## src/inc/cmf_pkg.sv

```systemverilog
`default_nettype none
package cmf_pkg;
   // Register byte addresses on the AXI4-Lite port.
   localparam logic [7:0]  ADDR_CTRL1      = 8'h00;
   localparam logic [7:0]  ADDR_FILT_EN    = 8'h04;
   localparam logic [7:0]  ADDR_FILT_HIT   = 8'h08;
   // Field positions inside the first control word.
   localparam int          REQ_LSB         = 8;
   localparam int          CUR_LSB         = 5;
   localparam int          MODE_W          = 3;
   localparam int          NUM_FILT        = 16;
   // Reset values.
   localparam logic [2:0]  MODE_RST        = 3'h4;
   localparam logic [15:0] FILT_EN_RST     = 16'hFFFF;
   // Bus idle needs this many consecutive recessive bit periods.
   localparam int          IDLE_BITS       = 11;
   // Bit period in ns and the cycles it takes at the 100 ns clock.
   localparam int          CLK_NS          = 100;
   localparam int          BIT_NS          = 2000;
   localparam int          BIT_CYC         = (BIT_NS + CLK_NS - 1) / CLK_NS;
   // Operating modes; encodings are arbitrary codes of this block.
   localparam logic [2:0]  MODE_NORMAL     = 3'h0;
   localparam logic [2:0]  MODE_DISABLE    = 3'h1;
   localparam logic [2:0]  MODE_LOOPBACK   = 3'h2;
   localparam logic [2:0]  MODE_LISTEN     = 3'h3;
   localparam logic [2:0]  MODE_INIT       = 3'h4;
   localparam logic [2:0]  MODE_LISTEN_ALL = 3'h7;
   // AXI responses.
   localparam logic [1:0]  RESP_OKAY       = 2'h0;
   localparam logic [1:0]  RESP_SLVERR     = 2'h2;
endpackage : cmf_pkg
`default_nettype wire

```

## src/inc/cmf_idle_if.sv

```systemverilog
`default_nettype none
// Carries the bit tick and the idle verdict between the timer and the core.
interface cmf_idle_if;
   logic bit_tick;
   logic bus_idle;
   modport timer (output bit_tick, output bus_idle);
   modport core  (input bit_tick, input bus_idle);
endinterface : cmf_idle_if
`default_nettype wire

```

## src/verilog/cmf_idle_timer.sv

```systemverilog
`default_nettype none
module cmf_idle_timer #(
   parameter int BIT_CYC   = cmf_pkg::BIT_CYC,
   parameter int IDLE_BITS = cmf_pkg::IDLE_BITS
) (
   input  wire logic  i_mclk,
   input  wire logic  i_rst_b,
   input  wire logic  i_can_rx,
   cmf_idle_if.timer  idle
);
   logic [15:0] div_r;
   logic [4:0]  run_r;

   ////////////////////////////////////////////////////////////////////
   // Bit-rate divider; one tick per bit period.
   always_ff @(posedge i_mclk or negedge i_rst_b)
   begin
      if (!i_rst_b)
         div_r <= 16'h0000;
      else if (div_r == 16'(BIT_CYC - 1))
         div_r <= 16'h0000;
      else
         div_r <= div_r + 16'h0001;
   end
   assign idle.bit_tick = (div_r == 16'(BIT_CYC - 1));

   // RULE5 recessive run count
   // A dominant level at any sample restarts the run, so a glitch costs idle.
   always_ff @(posedge i_mclk or negedge i_rst_b)
   begin
      if (!i_rst_b)
         run_r <= 5'h00;
      else if (!i_can_rx)
         run_r <= 5'h00;
      else if (idle.bit_tick && run_r != 5'(IDLE_BITS))
         run_r <= run_r + 5'h01;
   end
   assign idle.bus_idle = (run_r == 5'(IDLE_BITS));

   // RULE5 idle needs the last sample recessive
   chk_idle_needs_run: assert property (@(posedge i_mclk) disable iff (!i_rst_b) // RULE5
      idle.bus_idle |-> $past(i_can_rx))
      else $error("Idle claimed after a dominant sample.");
endmodule : cmf_idle_timer
`default_nettype wire

```

## src/verilog/cmf_mode_ctrl.sv

```systemverilog
// What this block does
// RULE1 - six software-selectable operating modes
// RULE2 - software writes mode request at bits 10:8
// RULE3 - current mode readable at bits 7:5
// RULE4 - mode held until switching is acceptable
// RULE5 - idle means eleven consecutive recessive bits
// RULE6 - sixteen bits enable or disable filters
// RULE7 - disabled filters never report a match
//
// Chosen here: register access over AXI4-Lite and the placing of the registers.
`default_nettype none
module cmf_mode_ctrl #(
   parameter int NUM_FILT = cmf_pkg::NUM_FILT
) (
   input  wire logic                i_mclk,
   input  wire logic                i_rst_b,
   input  wire logic [7:0]          i_awaddr,
   input  wire logic                i_awvalid,
   output logic                     o_awready,
   input  wire logic [31:0]         i_wdata,
   input  wire logic [3:0]          i_wstrb,
   input  wire logic                i_wvalid,
   output logic                     o_wready,
   output logic [1:0]               o_bresp,
   output logic                     o_bvalid,
   input  wire logic                i_bready,
   input  wire logic [7:0]          i_araddr,
   input  wire logic                i_arvalid,
   output logic                     o_arready,
   output logic [31:0]              o_rdata,
   output logic [1:0]               o_rresp,
   output logic                     o_rvalid,
   input  wire logic                i_rready,
   input  wire logic                i_can_rx,
   input  wire logic [NUM_FILT-1:0] i_filt_raw_hit,
   input  wire logic                i_msg_done,
   output logic [2:0]               o_op_mode,
   output logic [NUM_FILT-1:0]      o_filt_hit,
   output logic                     o_msg_store
);
   cmf_idle_if idle ();

   logic [2:0]          req_r;
   logic [2:0]          cur_r;
   logic [15:0]         fen_r;
   logic [15:0]         hit_r;
   logic                store_r;
   logic                aw_got_r;
   logic                w_got_r;
   logic [7:0]          awaddr_r;
   logic [31:0]         wdata_r;
   logic [3:0]          wstrb_r;
   logic                wr_go;
   logic [15:0]         fen_nxt;

   ////////////////////////////////////////////////////////////////////
   // Idle detection and bit tick come from the timer.
   cmf_idle_timer u_idle (
      .i_mclk   (i_mclk),
      .i_rst_b  (i_rst_b),
      .i_can_rx (i_can_rx),
      .idle     (idle)
   );

   // Only the six documented codes are legal requests.
   function automatic logic mode_legal(input logic [2:0] m);
      // RULE1 six mode codes
      mode_legal = (m == cmf_pkg::MODE_NORMAL) || (m == cmf_pkg::MODE_DISABLE) ||
                   (m == cmf_pkg::MODE_LOOPBACK) || (m == cmf_pkg::MODE_LISTEN) ||
                   (m == cmf_pkg::MODE_INIT) || (m == cmf_pkg::MODE_LISTEN_ALL);
   endfunction : mode_legal

   ////////////////////////////////////////////////////////////////////
   // Write channel capture; address and data are taken in either order.
   always_ff @(posedge i_mclk or negedge i_rst_b)
   begin
      if (!i_rst_b)
      begin
         aw_got_r <= 1'b0;
         w_got_r  <= 1'b0;
         awaddr_r <= 8'h00;
         wdata_r  <= 32'h0000_0000;
         wstrb_r  <= 4'h0;
      end
      else
      begin
         if (i_awvalid && o_awready)
         begin
            aw_got_r <= 1'b1;
            awaddr_r <= i_awaddr;
         end
         else if (wr_go)
            aw_got_r <= 1'b0;
         if (i_wvalid && o_wready)
         begin
            w_got_r <= 1'b1;
            wdata_r <= i_wdata;
            wstrb_r <= i_wstrb;
         end
         else if (wr_go)
            w_got_r <= 1'b0;
      end
   end
   assign o_awready = !aw_got_r && !o_bvalid;
   assign o_wready  = !w_got_r && !o_bvalid;
   assign wr_go     = aw_got_r && w_got_r;

   // Write response, one cycle after both halves are held.
   always_ff @(posedge i_mclk or negedge i_rst_b)
   begin
      if (!i_rst_b)
      begin
         o_bvalid <= 1'b0;
         o_bresp  <= cmf_pkg::RESP_OKAY;
      end
      else if (wr_go)
      begin
         o_bvalid <= 1'b1;
         o_bresp  <= (awaddr_r == cmf_pkg::ADDR_CTRL1 || awaddr_r == cmf_pkg::ADDR_FILT_EN)
                     ? cmf_pkg::RESP_OKAY : cmf_pkg::RESP_SLVERR;
      end
      else if (o_bvalid && i_bready)
         o_bvalid <= 1'b0;
   end

   ////////////////////////////////////////////////////////////////////
   // RULE2 mode request write
   // An illegal code is dropped so the request field always names a real mode.
   always_ff @(posedge i_mclk or negedge i_rst_b)
   begin
      if (!i_rst_b)
         req_r <= cmf_pkg::MODE_RST;
      else if (wr_go && awaddr_r == cmf_pkg::ADDR_CTRL1 && wstrb_r[1] &&
               mode_legal(wdata_r[cmf_pkg::REQ_LSB +: cmf_pkg::MODE_W]))
         req_r <= wdata_r[cmf_pkg::REQ_LSB +: cmf_pkg::MODE_W];
   end

   // RULE4 switch only when idle
   // Entering init or disable is also held for idle, so no frame is cut short.
   always_ff @(posedge i_mclk or negedge i_rst_b)
   begin
      if (!i_rst_b)
         cur_r <= cmf_pkg::MODE_RST;
      else if (req_r != cur_r && idle.bus_idle)
         cur_r <= req_r;
   end
   assign o_op_mode = cur_r;

   // RULE6 filter enable write
   always_comb
   begin
      fen_nxt = fen_r;
      if (wstrb_r[0])
         fen_nxt[7:0] = wdata_r[7:0];
      if (wstrb_r[1])
         fen_nxt[15:8] = wdata_r[15:8];
   end

   always_ff @(posedge i_mclk or negedge i_rst_b)
   begin
      if (!i_rst_b)
         fen_r <= cmf_pkg::FILT_EN_RST;
      else if (wr_go && awaddr_r == cmf_pkg::ADDR_FILT_EN)
         fen_r <= fen_nxt;
   end

   ////////////////////////////////////////////////////////////////////
   // RULE7 gate filter hits
   // Matches are registered at the end of a message; store needs a live mode.
   always_ff @(posedge i_mclk or negedge i_rst_b)
   begin
      if (!i_rst_b)
      begin
         hit_r   <= 16'h0000;
         store_r <= 1'b0;
      end
      else
      begin
         store_r <= 1'b0;
         if (i_msg_done)
         begin
            hit_r   <= 16'(i_filt_raw_hit) & fen_r;
            store_r <= |(16'(i_filt_raw_hit) & fen_r) &&
                       cur_r != cmf_pkg::MODE_INIT && cur_r != cmf_pkg::MODE_DISABLE;
         end
      end
   end
   assign o_filt_hit  = hit_r[NUM_FILT-1:0];
   assign o_msg_store = store_r;

   ////////////////////////////////////////////////////////////////////
   // RULE3 current mode readback
   // Reads answer one cycle after the address is taken.
   always_ff @(posedge i_mclk or negedge i_rst_b)
   begin
      if (!i_rst_b)
      begin
         o_rvalid <= 1'b0;
         o_rdata  <= 32'h0000_0000;
         o_rresp  <= cmf_pkg::RESP_OKAY;
      end
      else if (i_arvalid && o_arready)
      begin
         o_rvalid <= 1'b1;
         o_rresp  <= cmf_pkg::RESP_OKAY;
         case (i_araddr)
            cmf_pkg::ADDR_CTRL1:
               o_rdata <= {21'h000000, req_r, cur_r, 5'h00};
            cmf_pkg::ADDR_FILT_EN:
               o_rdata <= {16'h0000, fen_r};
            cmf_pkg::ADDR_FILT_HIT:
               o_rdata <= {16'h0000, hit_r};
            default:
            begin
               o_rdata <= 32'h0000_0000;
               o_rresp <= cmf_pkg::RESP_SLVERR;
            end
         endcase
      end
      else if (o_rvalid && i_rready)
         o_rvalid <= 1'b0;
   end
   assign o_arready = !o_rvalid;

   ////////////////////////////////////////////////////////////////////
   // RULE4 mode held busy
   chk_mode_hold_busy: assert property (@(posedge i_mclk) disable iff (!i_rst_b) // RULE4
      !$past(idle.bus_idle) |-> $stable(cur_r))
      else $error("Mode changed while the bus was not idle.");

   // RULE4 switch when idle
   chk_mode_follows_req: assert property (@(posedge i_mclk) disable iff (!i_rst_b) // RULE4
      (req_r != cur_r && idle.bus_idle) |=> (cur_r == $past(req_r)))
      else $error("Idle bus did not take the requested mode.");

   // RULE3 readback matches mode
   chk_read_cur_mode: assert property (@(posedge i_mclk) disable iff (!i_rst_b) // RULE3
      (i_arvalid && o_arready && i_araddr == cmf_pkg::ADDR_CTRL1)
      |=> (o_rvalid && o_rdata[7:5] == $past(cur_r)))
      else $error("Current-mode field differs from the mode in effect.");

   // RULE1 mode stays legal
   chk_mode_legal: assert property (@(posedge i_mclk) disable iff (!i_rst_b) // RULE1
      mode_legal(cur_r) && mode_legal(req_r))
      else $error("Mode register holds an undefined code.");

   // RULE7 no disabled hit
   chk_no_dis_hit: assert property (@(posedge i_mclk) disable iff (!i_rst_b) // RULE7
      $past(i_msg_done) |-> ((hit_r & ~$past(fen_r)) == 16'h0000))
      else $error("A disabled filter reported a match.");

   // RULE7 store needs enabled hit
   chk_store_cause: assert property (@(posedge i_mclk) disable iff (!i_rst_b) // RULE7
      o_msg_store |-> (hit_r != 16'h0000))
      else $error("Message stored without an enabled filter match.");

   // RULE6 enable write lands
   chk_fen_write: assert property (@(posedge i_mclk) disable iff (!i_rst_b) // RULE6
      (wr_go && awaddr_r == cmf_pkg::ADDR_FILT_EN && wstrb_r == 4'hF)
      |=> (fen_r == $past(wdata_r[15:0])))
      else $error("Filter enable write was not stored.");

   // RULE2 request write lands
   chk_req_write: assert property (@(posedge i_mclk) disable iff (!i_rst_b) // RULE2
      (wr_go && awaddr_r == cmf_pkg::ADDR_CTRL1 && wstrb_r[1] && wdata_r[10:8] == 3'h3)
      |=> (req_r == 3'h3))
      else $error("Mode request write was not stored.");

   // RULE7 store in live mode
   chk_store_live_mode: assert property (@(posedge i_mclk) disable iff (!i_rst_b) // RULE7
      o_msg_store |-> ($past(cur_r) != cmf_pkg::MODE_INIT &&
                       $past(cur_r) != cmf_pkg::MODE_DISABLE))
      else $error("Message stored while the controller was off the bus.");

   // RULE7 enabled hit stores
   chk_store_on_hit: assert property (@(posedge i_mclk) disable iff (!i_rst_b) // RULE7
      ($past(i_msg_done) && hit_r != 16'h0000 && $past(cur_r) != cmf_pkg::MODE_INIT &&
       $past(cur_r) != cmf_pkg::MODE_DISABLE) |-> o_msg_store)
      else $error("Enabled filter match in a live mode was not stored.");

   // RULE6 enables held otherwise
   chk_fen_hold: assert property (@(posedge i_mclk) disable iff (!i_rst_b) // RULE6
      !(wr_go && awaddr_r == cmf_pkg::ADDR_FILT_EN) |=> $stable(fen_r))
      else $error("Filter enables changed without a write.");

   // RULE2 request held otherwise
   chk_req_hold: assert property (@(posedge i_mclk) disable iff (!i_rst_b) // RULE2
      !(wr_go && awaddr_r == cmf_pkg::ADDR_CTRL1) |=> $stable(req_r))
      else $error("Mode request changed without a write.");

   // RULE6 enable readback
   chk_read_fen: assert property (@(posedge i_mclk) disable iff (!i_rst_b) // RULE6
      (i_arvalid && o_arready && i_araddr == cmf_pkg::ADDR_FILT_EN)
      |=> (o_rvalid && o_rdata[15:0] == $past(fen_r)))
      else $error("Filter enable readback differs from the stored enables.");

   // Unmapped reads answer with an error and zero data.
   chk_rd_unmapped: assert property (@(posedge i_mclk) disable iff (!i_rst_b)
      (i_arvalid && o_arready && i_araddr != cmf_pkg::ADDR_CTRL1 &&
       i_araddr != cmf_pkg::ADDR_FILT_EN && i_araddr != cmf_pkg::ADDR_FILT_HIT)
      |=> (o_rresp == cmf_pkg::RESP_SLVERR && o_rdata == 32'h0000_0000))
      else $error("Unmapped read did not answer with an error.");

   // Write answer timing.
   chk_bresp_timing: assert property (@(posedge i_mclk) disable iff (!i_rst_b)
      wr_go |=> o_bvalid)
      else $error("Write response missing one cycle after both halves.");
endmodule : cmf_mode_ctrl
`default_nettype wire

```

## config.mk

```make
export PLATFORM = sky130hd
export DESIGN_NAME = cmf_mode_ctrl
export DESIGN_NICKNAME = d
export VERILOG_FILES = /design/src/inc/cmf_pkg.sv /design/src/inc/cmf_idle_if.sv /design/src/verilog/cmf_idle_timer.sv /design/src/verilog/cmf_mode_ctrl.sv
export SDC_FILE = /design/constraint.sdc
export NUM_CORES = 1
export LEC_CHECK = 0
export ABC_AREA = 1
export BUFFER_PORTS_ARGS = -buffer_cell sky130_fd_sc_hd__buf_2
export CAP_MARGIN = 20
export CELL_PAD_IN_SITES_DETAIL_PLACEMENT = 1
export CELL_PAD_IN_SITES_GLOBAL_PLACEMENT = 2
export CORE_UTILIZATION = 30
export CTS_CLUSTER_SIZE = 28
export DETAILED_ROUTE_END_ITERATION = 10
export PLACE_DENSITY = 0.81
export SYNTH_ARGS = -nofsm -noshare
export SYNTH_HDL_FRONTEND = slang
export SYNTH_SLANG_ARGS = --single-unit
```

## constraint.sdc

```tcl
create_clock -name i_mclk -period 1.8 [get_ports i_mclk]
set_input_delay 0.09 -clock i_mclk [delete_from_list [all_inputs] [get_ports i_mclk]]
set_output_delay 0.09 -clock i_mclk [all_outputs]
set_load 0.05 [all_outputs]
```

==> impl_metrics.tcl <==
set metrics [dict create \
    gp_congestion 0.757 \
    maxCapViolCount 0 \
    rsz0062_at_grt "false" \
    wirelength_microns 14300 \
    critPathLaunchType "flop" \
    power.internal_uw 4470 \
    track_usage_pct 17.2 \
    fmax_mhz 618 \
    vias 4390 \
    clock-sinks 108 \
    die_y_microns 132 \
    detail_route.wl_per_cell_microns 14.9 \
    mostFrequentLayoutCells "194 x nand2_1, 100 x buf_2, 89 x dfrtp_1" \
    tns_ps 0 \
    drt_iter0_drc 205 \
    skew_ps 10.9 \
    drc 0 \
    drive_gt1_share_pct 24.4 \
    clk_pin_slew_ps 80 \
    period_needed_ps 1620 \
    synth_top_cell_by_area "dfrtp_1" \
    grt_pass1_wl_microns 23700 \
    globalRouteOverflowTotal 0 \
    vias_per_cell 4.58 \
    cp.arrival_ps 1910 \
    root_buffer "clkbuf_16" \
    yosys_register_bits 108 \
    cts_made_buffers 9 \
    end_kind "flop" \
    crit_required_ps 2100 \
    dpl_cell_area_sq_um 5810 \
    num-fill-cells 1996 \
    rows 47 \
    synth-seq-area-share_pct 53.8 \
    synth_cell_types 25 \
    start_util_pct 30.7 \
    critPathKind "flop to flop" \
    synth_area_sq_um 5070 \
    antenna_found_initial 0 \
    switching_share_pct 35.1 \
    status "finished, final reports clean" \
    hold_violations 0 \
    worstPathMaxFanout 6 \
    fp.dieW_microns 132 \
    ant_nets 0 \
    synth.area.top_cells "dfrtp_1 44%, nand2_1 14%, dfstp_2 9.3%" \
    avgSynthCellArea_sq_um 8.53 \
    design.die.area_sq_um 17400 \
    areaGrowthSynthToFinish_pct 27.1 \
    htree_levels 3 \
    clkPwrFrac_pct 28.8 \
    timing.final.crit_share_pct 89.8 \
    layout_commonest_cell "nand2_1" \
    clock_latency_ps 360 \
    p_switching_uw 2420 \
    cts_setup_buffers 0 \
    grt_max_degree 50 \
    powerDensity_nw_per_um2 1070 \
    hold_class "primary input to flop" \
    yosys_warnings 0 \
    clock_path_buffers 2 \
    diodes 0 \
    setup_viol 0 \
    core-area_sq_um 16500 \
    pwr-share-comb_pct 24.1 \
    worst_slew_pin_slew_ps 525 \
    nets 813 \
    slew_violations 0 \
    dr.pass1.iters 4 \
    final_cell_area_sq_um 6440 \
    utilization_pct 39.0 \
    cts_tree "yes" \
    hold-worst-slack_ps 19.8 \
    seq_power_share_pct 47.1 \
    hpwl_microns 10200 \
    first_global_vias 4538 \
    port_buffers 101 \
    io_pins 138 \
    slew_headroom_pct 64.8 \
    synth_top_area_share_pct 44.4 \
    p_leak_uw 0.00333 \
    syn_inst 594 \
    peakVddDrop_mv 0.811 \
    ctsResizeCount 0 \
]
-- registers in the layout (all words and copies together) (netlist names), 2 cells and up --
name,cells
u_idle.div_r,16
wstrb_r,2
u_idle.run_r,5
wdata_r,16
awaddr_r,8
o_op_mode,3
fen_r,16
o_filt_hit,16
o_rdata,16
req_r,3
-- layer usage --
metal,vias to the layer above,wire [microns],global-route usage (%)
met2,111,6580,27.7
li1,2137,-,-
met3,19,660,3.65
met4,0,227,4.84
met5,-,0,0
met1,2123,6840,23.3
-- layout make-up --
cell class | instances | area [sq um] | area share (%)
Timing Repair Buffer | 145 | 933 | 14.5
Sequential cell | 108 | 2730 | 42.3
Clock inverter | 7 | 71.3 | 1.11
Multi-Input combinational cell | 426 | 2040 | 31.7
Clock buffer | 9 | 225 | 3.50
Inverter | 44 | 169 | 2.62
Tap cell | 220 | 275 | 4.27
-- power groups by stage --
stage / sequential, uW / clock [uW] / combinational (uW)
final: 3250 / 1980 / 1660
after global routing: 3300 / 2150 / 1810
after CTS: 3230 / 2060 / 1670
after detailed placement: 3270 / 0 / 1600
after global placement: 3240 / 0 / 1560
after floorplan: 3390 / 0 / 1000
-- worst max-delay path, stage by stage (launching register included) --
cell	delay, ps
dfrtp_1	420
ha_1	260
nand3_1	240
nand3_1	260
nand2_1	240
nand2_1	80
nand2_1	60
-- cell families after synthesis --
group                    after synthesis  share of synthesized area, %
AO/OA/AOI/OAI                         38                          3.80
XOR/XNOR                              10                          1.73
adder cells (fa/ha/maj)                2                         0.494
buffers and inverters                 77                          7.51
flip-flops                           108                          53.8
multiplexers                          22                          4.89
other                                  1                        0.0740
AND/OR/NAND/NOR                      336                          27.7
-- cells in the mapped netlist --
master	instances
nor2_1	52
nand3_1	70
conb_1	1
buf_4	21
o211ai_1	1
xor2_1	7
nand2_1	194
nand4_1	5
ha_1	2
o21ai_0	28
dfrtp_1	90
a21oi_1	9
nor3_1	7
clkbuf_1	7
inv_1	43
dfstp_2	18
clkinv_1	1
nor2_2	4
xnor2_1	3
mux2_2	22
nand2_2	2
nor3_4	1
buf_6	1
nor2_4	1
buf_2	4
-- path summary, 6_finish.rpt --
| path | start | end | slack, ps | cells after the start |
|---|---|---|---|---|
| hold / removal | i_filt_raw_hit[14] | o_filt_hit[14] | 20 | 3 |
| setup / recovery | u_idle.run_r[0] | u_idle.run_r[3] | 180 | 6 |
| setup reg to reg | u_idle.run_r[0] | u_idle.run_r[3] | 180 | 6 |
| min in group asynchronous | i_rst_b | o_filt_hit[9] | 210 | 2 |
| hold reg to reg | u_idle.div_r[0] | u_idle.div_r[0] | 480 | 1 |
| max in group asynchronous | i_rst_b | o_op_mode[2] | 890 | 3 |
-- through the flow --
step,cells,setup WS (ps),total power [uW]
after floorplan,611,66.2,4400
after detailed placement,910,163,4870
after global routing,959,8.78,7260
after CTS,959,143,6950
final,959,183,6890
after global placement,910,288,4790
-- repair_timing --
action	in CTS	in global routing
endpoints found under the hold margin	55	0
hold buffers	33	0
endpoints found under the setup margin	0	0
Note: power is estimated with default switching activity, not from simulation.
